**src/hw/ccir_pkg.sv**
```systemverilog
// shared constants and types for the cycle and interrupt-return control core
package ccir_pkg;
   // one instruction cycle is four system clocks, phases 0..3
   localparam logic [1:0] PHASE_LAST = 2'h3;
   localparam int PC_W = 10;
   localparam int STACK_DEPTH = 4;
   localparam logic [2:0] STACK_FULL = 3'h4;
   localparam int NUM_SRC = 4;
   localparam int GROUP_IDX = 3;
   localparam int NUM_MEMBER = 2;
   localparam logic [PC_W-1:0] RESET_PC = 10'h000;
   localparam logic [PC_W-1:0] VEC_BASE = 10'h004;

   // data memory locations with a special meaning
   localparam logic [7:0] MEM_PC_LO = 8'h02;
   localparam logic [7:0] MEM_TBL_LO = 8'h07;
   localparam logic [7:0] MEM_TBL_HI = 8'h08;
   localparam logic [7:0] MEM_TBL_OUT = 8'h09;

   // register port offsets
   localparam logic [7:0] REG_CTRL = 8'h00;
   localparam logic [7:0] REG_IRQ_EN = 8'h01;
   localparam logic [7:0] REG_IRQ_FLAG = 8'h02;
   localparam logic [7:0] REG_MEMBER = 8'h03;
   localparam logic [7:0] REG_STATUS = 8'h04;
   localparam logic [7:0] REG_WORK = 8'h05;
   localparam logic [7:0] REG_PC_LO = 8'h06;
   localparam logic [7:0] REG_PC_HI = 8'h07;
   localparam int CTRL_GIE_BIT = 0;
   localparam int CTRL_SLEEP_BIT = 1;
   localparam logic GIE_RESET = 1'b0;
   localparam logic [NUM_SRC-1:0] EN_RESET = 4'h0;

   // instruction word: [15:12] opcode, [11:8] sub field, [7:0] address or data
   localparam logic [3:0] OP_MISC = 4'h0;
   localparam logic [3:0] OP_MOV_A_M = 4'h1;
   localparam logic [3:0] OP_MOV_M_A = 4'h2;
   localparam logic [3:0] OP_MOV_A_X = 4'h3;
   localparam logic [3:0] OP_ALU_A = 4'h4;
   localparam logic [3:0] OP_ALU_M = 4'h5;
   localparam logic [3:0] OP_ALU_X = 4'h6;
   localparam logic [3:0] OP_SET = 4'h7;
   localparam logic [3:0] OP_CLR = 4'h8;
   localparam logic [3:0] OP_SKZ = 4'h9;
   localparam logic [3:0] OP_SKBZ = 4'ha;
   localparam logic [3:0] OP_SKBNZ = 4'hb;
   localparam logic [3:0] OP_JMP = 4'hc;
   localparam logic [3:0] OP_CALL = 4'hd;
   localparam logic [3:0] OP_TBL = 4'he;
   localparam logic [3:0] MISC_RET = 4'h1;
   localparam logic [3:0] MISC_INTERRUPT_EXIT_OP = 4'h2;
   localparam logic [3:0] MISC_HALT = 4'h3;

   typedef enum logic [3:0] {
      ALU_ADD = 4'h0,
      ALU_ADC = 4'h1,
      ALU_SUB = 4'h2,
      ALU_SBC = 4'h3,
      ALU_AND = 4'h4,
      ALU_OR = 4'h5,
      ALU_XOR = 4'h6,
      ALU_CPL = 4'h7,
      ALU_INC = 4'h8,
      ALU_DEC = 4'h9,
      ALU_RR = 4'ha,
      ALU_RL = 4'hb,
      ALU_RRC = 4'hc,
      ALU_RLC = 4'hd,
      ALU_PASS = 4'he
   } ccir_alu_type;

   typedef enum logic {
      MODE_RUN = 1'b0,
      MODE_SLEEP = 1'b1
   } ccir_mode_type;
endpackage

```
**src/hw/ccir_alu.sv**
```systemverilog
// arithmetic, logic and rotate unit of the core
`timescale 1ns/1ns
module ccir_alu
   import ccir_pkg::*;
(
   input wire logic [7:0] acc,
   input wire logic [7:0] opnd,
   input wire logic carry_in,
   input wire ccir_alu_type func,
   output logic [7:0] result,
   output logic carry_out,
   output logic zero,
   output logic sets_carry,
   output logic sets_zero
);
   wire is_sub = (func == ALU_SUB) || (func == ALU_SBC);
   wire with_c = (func == ALU_ADC) || (func == ALU_SBC);
   wire cin = with_c ? carry_in : is_sub;
   wire [7:0] rhs = is_sub ? ~opnd : opnd;
   // one adder for both: carry out of a subtract is the inverse of borrow
   wire [8:0] sum = {1'b0, acc} + {1'b0, rhs} + {8'h00, cin};

   always_comb begin
      result = sum[7:0];
      carry_out = sum[8];
      case (func)
         ALU_AND: result = acc & opnd;
         ALU_OR: result = acc | opnd;
         ALU_XOR: result = acc ^ opnd;
         ALU_CPL: result = ~opnd;
         ALU_INC: result = opnd + 8'h01;
         ALU_DEC: result = opnd - 8'h01;
         ALU_RR: result = {opnd[0], opnd[7:1]};
         ALU_RL: result = {opnd[6:0], opnd[7]};
         ALU_RRC: begin
            result = {carry_in, opnd[7:1]};
            carry_out = opnd[0];
         end
         ALU_RLC: begin
            result = {opnd[6:0], carry_in};
            carry_out = opnd[7];
         end
         ALU_PASS: result = opnd;
         default: result = sum[7:0];
      endcase
   end

   assign sets_carry = (func <= ALU_SBC) || (func == ALU_RRC) || (func == ALU_RLC);
   // all rotates, plain and through carry, and pass leave the zero flag alone
   assign sets_zero = (func <= ALU_DEC);
   assign zero = (result == 8'h00);
endmodule

```
**src/hw/ccir_core.sv**
```systemverilog
// instruction cycle, interrupt entry and return control of the core
// How it works
// - a set request flag stays set until serviced or cleared by software
// - servicing the group clears only the group flag, members stay set
// - in sleep any request flag rising from low to high starts a wake-up
// - that wake-up ignores every interrupt enable bit
// - interrupt entry pushes only the program counter
// - interrupt entry clears the global enable
// - vector call only when enabled and the stack is not full
// - interrupt return pops the address and sets the global enable
// - subroutine return pops the address and leaves the global enable alone
// - each instruction cycle lasts exactly four system clocks
// - most instructions take one cycle; jump, call, returns, table read take two
// - a write to the program counter low byte acts as a jump, one cycle more
// - a skip costs one cycle, plus one more when the skip is taken
// - transfers: memory to working, working to memory, immediate to working
// - add and subtract leave carry and borrow status
// - increment and decrement change by one, to memory or working
// - logic operations set the zero flag on a zero result
// - rotates move one bit; through-carry forms pass the bit via carry
// - call saves the next address, return resumes there, jump saves nothing; a call on a full stack jumps without saving
// - conditional branches test a byte or a bit and skip or proceed
// - bit set and clear rewrite only the selected bit
// - table read copies a program memory word into data memory
//
// The implementer's own choices: the strobed register port and the placing of the registers.
`timescale 1ns/1ns
module ccir_core
   import ccir_pkg::*;
(
   input wire logic clock,
   input wire logic sys_rst,
   input wire logic [7:0] reg_addr,
   input wire logic [7:0] reg_wdata,
   input wire logic reg_wr,
   input wire logic reg_rd,
   output logic [7:0] reg_rdata,
   output logic [PC_W-1:0] prog_addr,
   input wire logic [15:0] prog_data,
   input wire logic [2:0] src_event,
   input wire logic [NUM_MEMBER-1:0] member_event,
   output logic core_asleep
);
   function automatic logic [7:0] bit_mask(input logic [2:0] idx);
      bit_mask = 8'h01 << idx;
   endfunction

   function automatic logic [1:0] first_pending(input logic [NUM_SRC-1:0] p);
      first_pending = 2'h0;
      for (int i = NUM_SRC - 1; i >= 0; i--) begin
         if (p[i]) begin
            first_pending = 2'(i);
         end
      end
   endfunction

   logic [1:0] phase_q;
   ccir_mode_type mode_q;
   ccir_mode_type mode_d;
   logic [PC_W-1:0] pc_q;
   logic [PC_W-1:0] pc_d;
   logic [PC_W-1:0] fetch_q;
   logic [15:0] ir_q;
   logic ir_valid_q;
   logic tbl_q;
   logic [7:0] tbl_dst_q;
   logic [7:0] work_q;
   logic [7:0] work_d;
   logic carry_q;
   logic zero_q;
   logic gie_q;
   logic gie_d;
   logic [NUM_SRC-1:0] en_q;
   logic [NUM_SRC-1:0] flag_q;
   logic [NUM_SRC-1:0] flag_prev_q;
   logic [NUM_MEMBER-1:0] member_q;
   logic [PC_W-1:0] stack_q [0:STACK_DEPTH-1];
   logic [2:0] depth_q;
   logic [7:0] data_mem [0:255];
   logic [7:0] rdata_q;
   logic [7:0] alu_res;
   logic alu_carry;
   logic alu_zero;
   logic alu_sets_c;
   logic alu_sets_z;

   // bus decode
   wire bus_wr_ctrl = reg_wr && (reg_addr == REG_CTRL);
   wire bus_wr_en = reg_wr && (reg_addr == REG_IRQ_EN);
   wire bus_wr_flag = reg_wr && (reg_addr == REG_IRQ_FLAG);
   wire bus_wr_member = reg_wr && (reg_addr == REG_MEMBER);

   // instruction decode
   wire cyc_end = (phase_q == PHASE_LAST);
   wire running = (mode_q == MODE_RUN);
   wire [3:0] op = ir_q[15:12];
   wire [3:0] sub = ir_q[11:8];
   wire [7:0] fld = ir_q[7:0];
   wire [PC_W-1:0] target = ir_q[PC_W-1:0];

   // interrupt request selection
   wire [NUM_SRC-1:0] pend = flag_q & en_q;
   wire stack_full = (depth_q == STACK_FULL);
   wire [1:0] irq_idx = first_pending(pend);
   wire slot_ok = cyc_end && running && ir_valid_q && !tbl_q;
   wire take_irq = slot_ok && gie_q && (|pend) && !stack_full;
   wire exec = slot_ok && !take_irq;
   wire tbl_done = cyc_end && running && tbl_q;
   wire [PC_W-1:0] vector = VEC_BASE + {6'h00, irq_idx, 2'h0};

   wire is_ret = exec && (op == OP_MISC) && (sub == MISC_RET);
   wire is_interrupt_exit_op = exec && (op == OP_MISC) && (sub == MISC_INTERRUPT_EXIT_OP);
   wire is_halt = exec && (op == OP_MISC) && (sub == MISC_HALT);
   wire is_jmp = exec && (op == OP_JMP);
   wire is_call = exec && (op == OP_CALL);
   wire is_tbl = exec && (op == OP_TBL);
   wire is_mov_m = exec && (op == OP_MOV_M_A);
   wire is_alu_m = exec && (op == OP_ALU_M);
   wire is_set = exec && (op == OP_SET);
   wire is_clr = exec && (op == OP_CLR);
   wire is_alu = exec && ((op == OP_ALU_A) || is_alu_m || (op == OP_ALU_X));

   // operand fetch; the low program counter byte reads back through memory
   wire [7:0] mem_val = (fld == MEM_PC_LO) ? pc_q[7:0] : data_mem[fld];
   wire [7:0] sel_mask = bit_mask(sub[2:0]);
   wire [7:0] sel_bits = mem_val & sel_mask;
   wire [7:0] alu_opnd = (op == OP_ALU_X) ? fld : mem_val;

   ccir_alu u_alu (
      .acc(work_q),
      .opnd(alu_opnd),
      .carry_in(carry_q),
      .func(ccir_alu_type'(sub)),
      .result(alu_res),
      .carry_out(alu_carry),
      .zero(alu_zero),
      .sets_carry(alu_sets_c),
      .sets_zero(alu_sets_z)
   );

   // memory write back
   wire mem_we = is_mov_m || is_alu_m || is_set || is_clr;
   wire [7:0] mem_wval = is_mov_m ? work_q :
      is_alu_m ? alu_res :
      is_set ? (mem_val | sel_mask) :
      (mem_val & ~sel_mask);
   wire pcl_write = mem_we && (fld == MEM_PC_LO);
   wire skip_taken = exec && (((op == OP_SKZ) && (mem_val == 8'h00)) ||
      ((op == OP_SKBZ) && (sel_bits == 8'h00)) ||
      ((op == OP_SKBNZ) && (sel_bits != 8'h00)));
   // every path that moves the counter off its sequence costs one cycle
   wire redirect = take_irq || is_jmp || is_call || is_ret || is_interrupt_exit_op ||
      pcl_write || skip_taken;

   // stack
   wire [1:0] top_idx = (depth_q == 3'h0) ? 2'h0 : 2'(depth_q - 3'h1);
   wire [PC_W-1:0] stack_top = stack_q[top_idx];
   wire push = take_irq || (is_call && !stack_full);
   wire pop = (is_ret || is_interrupt_exit_op) && (depth_q != 3'h0);
   // the held instruction was not run, so the interrupt returns to it
   wire [PC_W-1:0] push_val = take_irq ? (pc_q - 10'h001) : pc_q;
   wire [PC_W-1:0] tbl_ptr = {data_mem[MEM_TBL_HI][1:0], data_mem[MEM_TBL_LO]};

   // flags
   wire [NUM_SRC-1:0] flag_set = {|member_event, src_event};
   wire [NUM_SRC-1:0] flag_rise = flag_q & ~flag_prev_q;
   logic [NUM_SRC-1:0] flag_clr;

   always_comb begin
      pc_d = pc_q;
      if (take_irq) begin
         pc_d = vector;
      end else if (is_jmp || is_call) begin
         pc_d = target;
      end else if (is_ret || is_interrupt_exit_op) begin
         pc_d = stack_top;
      end else if (pcl_write) begin
         pc_d = {pc_q[PC_W-1:8], mem_wval};
      end else if (cyc_end && running && !tbl_q) begin
         pc_d = pc_q + 10'h001;
      end
   end

   always_comb begin
      work_d = work_q;
      if (exec && (op == OP_MOV_A_M)) begin
         work_d = mem_val;
      end else if (exec && (op == OP_MOV_A_X)) begin
         work_d = fld;
      end else if (is_alu && !is_alu_m) begin
         work_d = alu_res;
      end
   end

   always_comb begin
      gie_d = gie_q;
      if (take_irq) begin
         gie_d = 1'b0;
      end else if (is_interrupt_exit_op) begin
         gie_d = 1'b1;
      end else if (is_ret) begin
         gie_d = gie_q;
      end else if (bus_wr_ctrl) begin
         gie_d = reg_wdata[CTRL_GIE_BIT];
      end
   end

   always_comb begin
      mode_d = mode_q;
      if (!running && (|flag_rise)) begin
         mode_d = MODE_RUN;
      end else if (is_halt || (running && bus_wr_ctrl && reg_wdata[CTRL_SLEEP_BIT])) begin
         mode_d = MODE_SLEEP;
      end
   end

   always_ff @(posedge clock) begin
      if (sys_rst) begin
         phase_q <= 2'h0;
      end else begin
         phase_q <= phase_q + 2'h1;
      end
   end

   always_ff @(posedge clock) begin
      if (sys_rst) begin
         pc_q <= RESET_PC;
         fetch_q <= RESET_PC;
         ir_q <= 16'h0000;
         ir_valid_q <= 1'b0;
         tbl_q <= 1'b0;
         tbl_dst_q <= 8'h00;
      end else if (cyc_end && running) begin
         pc_q <= pc_d;
         fetch_q <= is_tbl ? tbl_ptr : pc_d;
         tbl_q <= is_tbl;
         if (is_tbl) begin
            tbl_dst_q <= fld;
         end
         if (!tbl_q) begin
            ir_q <= prog_data;
            ir_valid_q <= !redirect;
         end
      end
   end

   always_ff @(posedge clock) begin
      if (sys_rst) begin
         work_q <= 8'h00;
         carry_q <= 1'b0;
         zero_q <= 1'b0;
         gie_q <= GIE_RESET;
         en_q <= EN_RESET;
         mode_q <= MODE_RUN;
         member_q <= '0;
         flag_prev_q <= '0;
      end else begin
         work_q <= work_d;
         gie_q <= gie_d;
         mode_q <= mode_d;
         flag_prev_q <= flag_q;
         if (is_alu && alu_sets_c) begin
            carry_q <= alu_carry;
         end
         if (is_alu && alu_sets_z) begin
            zero_q <= alu_zero;
         end
         if (bus_wr_en) begin
            en_q <= reg_wdata[NUM_SRC-1:0];
         end
         // a member event in the clearing cycle survives the clear
         member_q <= member_event |
            (member_q & ~(bus_wr_member ? reg_wdata[NUM_MEMBER-1:0] : '0));
      end
   end

   genvar g;
   generate
      for (g = 0; g < NUM_SRC; g++) begin : g_flag
         // servicing clears only this flag; the set term wins over any clear
         assign flag_clr[g] = (bus_wr_flag && reg_wdata[g]) ||
            (take_irq && (irq_idx == 2'(g)));
         always_ff @(posedge clock) begin
            if (sys_rst) begin
               flag_q[g] <= 1'b0;
            end else begin
               flag_q[g] <= flag_set[g] || (flag_q[g] && !flag_clr[g]);
            end
         end
      end
   endgenerate

   always_ff @(posedge clock) begin
      if (sys_rst) begin
         depth_q <= 3'h0;
      end else if (push) begin
         depth_q <= depth_q + 3'h1;
      end else if (pop) begin
         depth_q <= depth_q - 3'h1;
      end
   end

   // contents carry no reset, only the depth does
   always_ff @(posedge clock) begin
      if (push) begin
         stack_q[depth_q[1:0]] <= push_val;
      end
   end

   always_ff @(posedge clock) begin
      if (mem_we && !pcl_write) begin
         data_mem[fld] <= mem_wval;
      end
      if (tbl_done) begin
         data_mem[tbl_dst_q] <= prog_data[7:0];
         data_mem[MEM_TBL_OUT] <= prog_data[15:8];
      end
   end

   // register read port
   wire [7:0] status_word = {1'b0, depth_q, 1'b0, zero_q, carry_q, !running};
   wire [7:0] rd_word = (reg_addr == REG_CTRL) ? {7'h00, gie_q} :
      (reg_addr == REG_IRQ_EN) ? {4'h0, en_q} :
      (reg_addr == REG_IRQ_FLAG) ? {4'h0, flag_q} :
      (reg_addr == REG_MEMBER) ? {6'h00, member_q} :
      (reg_addr == REG_STATUS) ? status_word :
      (reg_addr == REG_WORK) ? work_q :
      (reg_addr == REG_PC_LO) ? pc_q[7:0] :
      (reg_addr == REG_PC_HI) ? {6'h00, pc_q[PC_W-1:8]} : 8'h00;

   always_ff @(posedge clock) begin
      if (sys_rst) begin
         rdata_q <= 8'h00;
      end else begin
         rdata_q <= reg_rd ? rd_word : 8'h00;
      end
   end

   assign reg_rdata = rdata_q;
   assign prog_addr = fetch_q;
   assign core_asleep = mode_q;

   wire [NUM_SRC-1:0] flag_keep = flag_q & ~flag_clr;

   a_phase_len: assert property (@(posedge clock) disable iff (sys_rst)
      cyc_end |=> !cyc_end [*3] ##1 cyc_end)
      else $error("instruction cycle is not four clocks");
   a_flag_sticky: assert property (@(posedge clock) disable iff (sys_rst)
      1'b1 |=> (flag_q & $past(flag_keep)) == $past(flag_keep))
      else $error("request flag dropped without service or clear");
   a_group_members: assert property (@(posedge clock) disable iff (sys_rst)
      take_irq && (irq_idx == 2'(GROUP_IDX)) && !bus_wr_member
      |=> !flag_q[GROUP_IDX] || $past(|member_event) ##0
         ((member_q & $past(member_q)) == $past(member_q)))
      else $error("group service disturbed member flags");
   a_wake_rise: assert property (@(posedge clock) disable iff (sys_rst)
      (mode_q == MODE_SLEEP) && (|flag_rise) |=> (mode_q == MODE_RUN))
      else $error("rising flag did not wake the core");
   a_wake_only_rise: assert property (@(posedge clock) disable iff (sys_rst)
      (mode_q == MODE_SLEEP) && (flag_rise == '0) |=> (mode_q == MODE_SLEEP))
      else $error("core woke without a rising flag");
   a_irq_entry: assert property (@(posedge clock) disable iff (sys_rst)
      take_irq |=> !gie_q && (depth_q == $past(depth_q) + 3'h1) && (pc_q == $past(vector)))
      else $error("interrupt entry did not push and disable");
   a_full_block: assert property (@(posedge clock) disable iff (sys_rst)
      stack_full || !gie_q |-> !take_irq)
      else $error("vector call taken while not allowed");
   a_interrupt_exit_op_gie: assert property (@(posedge clock) disable iff (sys_rst)
      is_interrupt_exit_op |=> gie_q && (pc_q == $past(stack_top)))
      else $error("interrupt return did not re-enable");
   a_ret_gie: assert property (@(posedge clock) disable iff (sys_rst)
      is_ret && !bus_wr_ctrl |=> (gie_q == $past(gie_q)))
      else $error("subroutine return changed the global enable");
   a_jump_cycles: assert property (@(posedge clock) disable iff (sys_rst)
      is_jmp |=> !ir_valid_q [*4] ##0 (pc_q == $past(target, 4)) ##4 ir_valid_q)
      else $error("jump did not take two cycles");
   a_skip_drop: assert property (@(posedge clock) disable iff (sys_rst)
      skip_taken |=> !ir_valid_q)
      else $error("taken skip kept the fetched instruction");
   a_pcl_jump: assert property (@(posedge clock) disable iff (sys_rst)
      pcl_write |=> !ir_valid_q && (pc_q[7:0] == $past(mem_wval)))
      else $error("low counter write did not act as a jump");
endmodule

```
**config.mk**
```make
export PLATFORM = sky130hd
export DESIGN_NAME = ccir_core
export DESIGN_NICKNAME = d
export VERILOG_FILES = /design/src/hw/ccir_pkg.sv /design/src/hw/ccir_alu.sv /design/src/hw/ccir_core.sv
export SDC_FILE = /design/constraint.sdc
export NUM_CORES = 2
export LEC_CHECK = 0
export BUFFER_PORTS_ARGS = -buffer_cell sky130_fd_sc_hd__buf_2
export CAP_MARGIN = 20
export CELL_PAD_IN_SITES_DETAIL_PLACEMENT = 1
export CELL_PAD_IN_SITES_GLOBAL_PLACEMENT = 1
export CORE_UTILIZATION = 55
export DETAILED_ROUTE_END_ITERATION = 7
export GPL_TIMING_DRIVEN = 0
export HOLD_SLACK_MARGIN = 0.05
export PLACE_DENSITY = 0.76
export SLEW_MARGIN = 20
export SYNTH_ARGS = -nofsm -noshare
export SYNTH_HDL_FRONTEND = slang
export SYNTH_SLANG_ARGS = --single-unit
```
**constraint.sdc**
```tcl
create_clock -name clock -period 18.5 [get_ports clock]
set_input_delay 2.775 -clock clock [delete_from_list [all_inputs] [get_ports clock]]
set_output_delay 2.775 -clock clock [all_outputs]
set_load 0.01 [all_outputs]
```
# == Word level (Yosys, flattened, before mapping) ==
# Memories as Yosys holds them, arrays and structs flattened. A register that Yosys moved wholly into a read port is not among the register bits.
# Index checks and enable logic that the tools add are counted.
# W data, S select, Z words.
# word_totals
n_memories,2
regBits,85
ram_bits,2088
inputBits,41
output_inout_bits,19
# memory_table
name,depth,width,rd,rd_clocked_by_memory_dff,write_ports,line_no,source
data_mem,256,8,3,1,2,ccir_core.sv:79,logic [7:0] data_mem [0:255];
stack_q,4,10,1,0,1,ccir_core.sv:77,logic [PC_W-1:0] stack_q [0:STACK_DEPTH-1];
# op_classes
reduce_logical,117
n_addsub,10
mux,49
eq_ne,42
n_bitwise,17
shifts,1
order_cmp,2
# op_table
op,count
$mux W8,15
$pmux W8 S11,1
$mux W10,7
$eq A4 B4 Y1 const B,14
$logic_and A1 B1 Y1,53
$eq A4 B3 Y1 const B,8
$eq A8 B3 Y1 const B,4
$logic_not A8 Y1,4
$logic_or A1 B1 Y1,29
$and A8 B8 Y8,3
$eq A8 B2 Y1 const B,3
$eq A4 B2 Y1 const B,4
$not A8 Y8,2
$or A8 B8 Y8,2
$mux W2,7
$mux W1,12
$mux W4,3
$add A10 B1 Y10 const B,1
$logic_not A1 Y1,10
$sub A10 B1 Y10 const B,1
$add A8 B8 Y9,1
$add A9 B1 Y9,1
$add A8 B1 Y8 const B,1
$and A4 B4 Y4,2
36 further kinds,50

# == Logic depth before layout (Yosys ltp) ==
# logic_depth
word_depth,19
ltp_mapped,27
mapped_depth_nobuf,21

# == Modules after synthesis ==
# Synthesis repeated with hierarchy kept, for this count alone.
# hier_totals
hier_cells,4970
hier_area_um2,89404.5
# modules_own_cells
mod,area_each_um2,seq_area_each_um2,cells_each,n_inst
ccir_core,87612.8,64561.9,4713,1
ccir_alu,1791.7,0.0,257,1

# == Least setup slack after synthesis ==
# OpenSTA, ideal clock, no wires.
# synth_timing
path_type,flip-flop to flip-flop
start,register with a tool-made name
end,"memory data_mem[0][5], data pin"
setup_time_ns,2.229
t_arrival_ns,14.644
path_stages_with_launch,24
path_slack_ns,1.626
period_less_slack_ns,16.874
cell_sequence,dfxtp_1 > buf_6 > buf_12 > buf_12 > buf_12 > buf_6 > buf_8 > mux4_2 > a221oi_1 > o22ai_1 > a21oi_1 > a22oi_1 > mux2_2 > o21bai_1 > inv_1 > ha_1 > nand2_1 > nor2_1 > and3_1 > a211oi_1 > xor2_1 > o21bai_1 > a31oi_1 > o31ai_1
# synth_rtl
item,line_no
"end, declared",ccir_core.sv:79

==> results.py <==
metrics = {
    "synthesis": {
        "synthesis.nets": 5240,
        "synth_edf_count": 2088,
        "ys_async_sr_fraction_pct": 0,
        "ys_seq_area_share_pct": 71.7,
        "synth_compound_area_share_pct": 5.39,
        "yosysWarnings": 0,
        "syn_area_per_cell_sq_um": 17.5,
        "synthAdderAreaFrac_pct": 0.595,
        "synth_xor_area_share_pct": 0.379,
        "synthSimpleGateAreaFrac_pct": 5.38,
        "ys.flop_type": "edfxtp_1",
        "synth_top_family_by_area": "multiplexers",
        "synthCells": 5158,
        "synth_area_sq_mm": 0.0900,
        "ys_types": 101,
        "ys_ff_latch": 2181,
        "muxShareOfSynthArea_pct": 14.2,
    },
    "cts": {
        "htreeDepth": 4,
        "cts_tree": "built",
        "path_clk_slew_ns": 0.06,
        "cts_resized": 0,
        "cts.root.buffer_cell": "clkbuf_16",
        "clk-insertion-delay-late_ns": 0.93,
        "numClockSinks": 2181,
        "cts_setup_buffers": 0,
        "ctsHoldBuffers": 0,
        "clk_path_buf_depth": 3,
        "cts-buffers-inserted": 216,
    },
    "pwr": {
        "leakage_nw": 32.0,
        "ir_worst_vdd_uv": 119,
        "totalPowerFinal_w": 0.0111,
        "powerDensity_mw_per_mm2": 108,
    },
    "critical_path": {
        "cp.depth": 27,
        "rr_worst_depth": 27,
        "cp.required_ns": 19.08,
        "crit_family": "buffers and inverters",
        "critPathMaxFanout": 65,
        "crit_path_end_kind": "register",
        "startpoint_type": "register",
        "cp.arrival_ns": 11.36,
        "cp_slowest_cell": "buf_2",
        "critPathKind": "reg2reg",
        "critical_path.max_stage_delay_ns": 0.95,
        "reg2reg_to": "data_mem[147][7]",
        "cp_num_buf_inv": 9,
        "rrSetupSlack_ns": 7.72,
        "cpMostUsedCell": "a21oi_1",
    },
    "timing": {
        "finalSetupViolCount": 0,
        "hold_viol": 0,
        "period_needed_ns": 10.78,
        "max_freq_ghz": 0.0928,
        "tightest_slew_ns": 1.42,
        "finalSetupTns_ns": 0,
        "drv_slew": 0,
        "slew_headroom_pct": 4.86,
        "rsz0062_at_grt": "false",
        "fin_ws_ns": 7.72,
        "min_period_over_period_pct": 58.3,
        "clock_skew_ns": 0.0603,
    },
    "drt": {
        "drt_iter0_drc": 11900,
        "wire_per_inst_microns": 49.4,
        "drt_wl_total_mm": 390,
        "via_per_inst": 7.50,
        "route.vias.total": 59200,
        "antenna_left": 0,
        "drtPass1Iterations": 8,
        "drc_errors": 1,
    },
    "layout": {
        "multi_input_area_sq_mm": 0.0236,
        "syn_to_final_growth_pct": 13.9,
        "finish.utilization_pct": 63.1,
        "finalNetCount": 5601,
        "regArea_sq_mm": 0.0646,
        "nFillCells": 14100,
        "layout-drive-gt1-share_pct": 19.9,
    },
    "min_path": {
        "min-delay-start": "phase_q[0]",
        "hold_path_depth": 1,
        "holdCritPathClass": "reg2reg",
        "hold_path_end": "phase_q[0]",
    },
    "job": {
        "cap_violations": 0,
    },
    "global_routing": {
        "grt_pass1_wl_mm": 512,
        "grt.total_usage_pct": 47.6,
        "grt_max_degree": 69,
        "grt_pass1_vias": 56900,
        "grt.overflow.total": 0,
        "antenna_found_initial": 38,
    },
    "die": {
        "die_y_microns": 407,
        "die_x_microns": 407,
        "start_util_pct": 55.4,
        "coreArea_sq_mm": 0.163,
        "io_pins": 60,
        "dieArea_sq_mm": 0.165,
        "num_rows": 148,
    },
    "placed_design": {
        "portBuffers": 54,
        "hpwl_mm": 267,
        "finalWeightedCongestion": 1.05,
        "dpl_worst_slack_ns": 8.52,
    },
    "outcome": {
        "outcome": "complete, but fails checks",
        "failed_checks": "design-rule violations",
    },
}
## cells in the mapped netlist, types with 39 or more instances
cell      instances  share of area (%)
mux2i_1         325                3.6
dfxtp_1          93                2.1
edfxtp_1       2088                 70
inv_1            46               0.19
nand2_1         275                1.1
a21oi_1         160               0.89
a22oi_1         119               0.99
buf_2            49               0.27
mux2_2           39               0.49
o22ai_1          40               0.28
a31oi_1          39               0.27
o21ai_0          91               0.51
buf_4            51               0.43
nor2_1          418                1.7
nor2b_1          45               0.31
nand3_1          88               0.49
clkbuf_1        147               0.61
mux4_2          358                9.0
nor3_1           56               0.31
mux4_1           39                1.1
## registers in the layout, indices dropped and copies added, names as in the netlist, 8 cells and up, named ones only
signal	cells
tbl_dst_q	8
data_mem	2048
stack_q	40
reg_rdata	8
work_q	8
prog_addr	10
pc_q	10
ir_q	16
## worst max-delay path by stage
stage / start / to / slack [ns]
global placement: register / data_mem[122][5] / -15.25
detailed placement: register / data_mem[156][7] / 8.52
global route: register / data_mem[154][7] / 8.00
finish: register / data_mem[147][7] / 7.72
CTS: register / data_mem[154][7] / 8.52
floorplan: register / data_mem[0][5] / 1.63
## placed cells by master (no fill, tap or decap), types with 38 or more instances in the layout
cell type	n
buf_6	45
clkbuf_16	220
edfxtp_1	2088
a31oi_1	39
clkinv_1	55
nand2_1	275
o22ai_1	40
mux2i_1	325
inv_1	46
nor3_1	53
clkinv_2	44
ha_1	38
nor2_1	394
mux4_2	358
clkbuf_2	38
buf_4	56
buf_16	56
buf_2	108
dfxtp_1	93
nor2b_1	42
a22oi_1	119
mux4_1	39
nand3_1	86
a21oi_1	158
mux2_2	39
clkbuf_1	147
o21ai_0	88
## metal layers
| layer | GRT usage, % | routed length, microns | share of wire (%) | vias up |
|---|---|---|---|---|
| met5 | 0.654 | 350 | 0.090 | - |
| met4 | 35.3 | 36200 | 9.3 | 30 |
| met3 | 18.4 | 58400 | 15 | 1487 |
| met2 | 67.3 | 165000 | 42 | 5776 |
| met1 | 59.5 | 130000 | 33 | 30400 |
| li1 | - | - | - | 21500 |
## final cells by class
type | count | area share, %
Antenna cell | 17 | 0.0415
Buffer | 318 | 1.93
Multi-Input combinational cell | 2609 | 23.0
Clock inverter | 141 | 1.41
Clock buffer | 262 | 5.57
Inverter | 50 | 0.183
Sequential cell | 2181 | 63.0
Timing Repair Buffer | 143 | 2.22
Tap cell | 2175 | 2.65
## power by group
part | switching (W) | internal, W
Combinational | 0.000675 | 0.000260
Sequential | 0.00000470 | 0.00558
Clock | 0.00200 | 0.00254
Total | 0.00268 | 0.00838
## metrics by stage
step / std cells / hold slack [ns] / cell area, sq um
final: 7896 / 0.446 / 103000
after global routing: 7881 / 0.481 / 102000
after CTS: 7875 / 0.442 / 102000
after detailed placement: 7472 / 0.434 / 95200
after global placement: 7387 / 0.409 / 93000
after floorplan: 5158 / 0.399 / 90000
## logic make-up (layout without fill, tap and decap cells)
family	after synthesis	after routing
fa+ha+maj	41	41
simple gates	1062	1062
flops	2181	2181
buf+inv	368	914
mux	762	762
other cells	0	17
xor+xnor	39	39
compound gates	705	705
No activity file was read; power rests on OpenSTA's default activity.
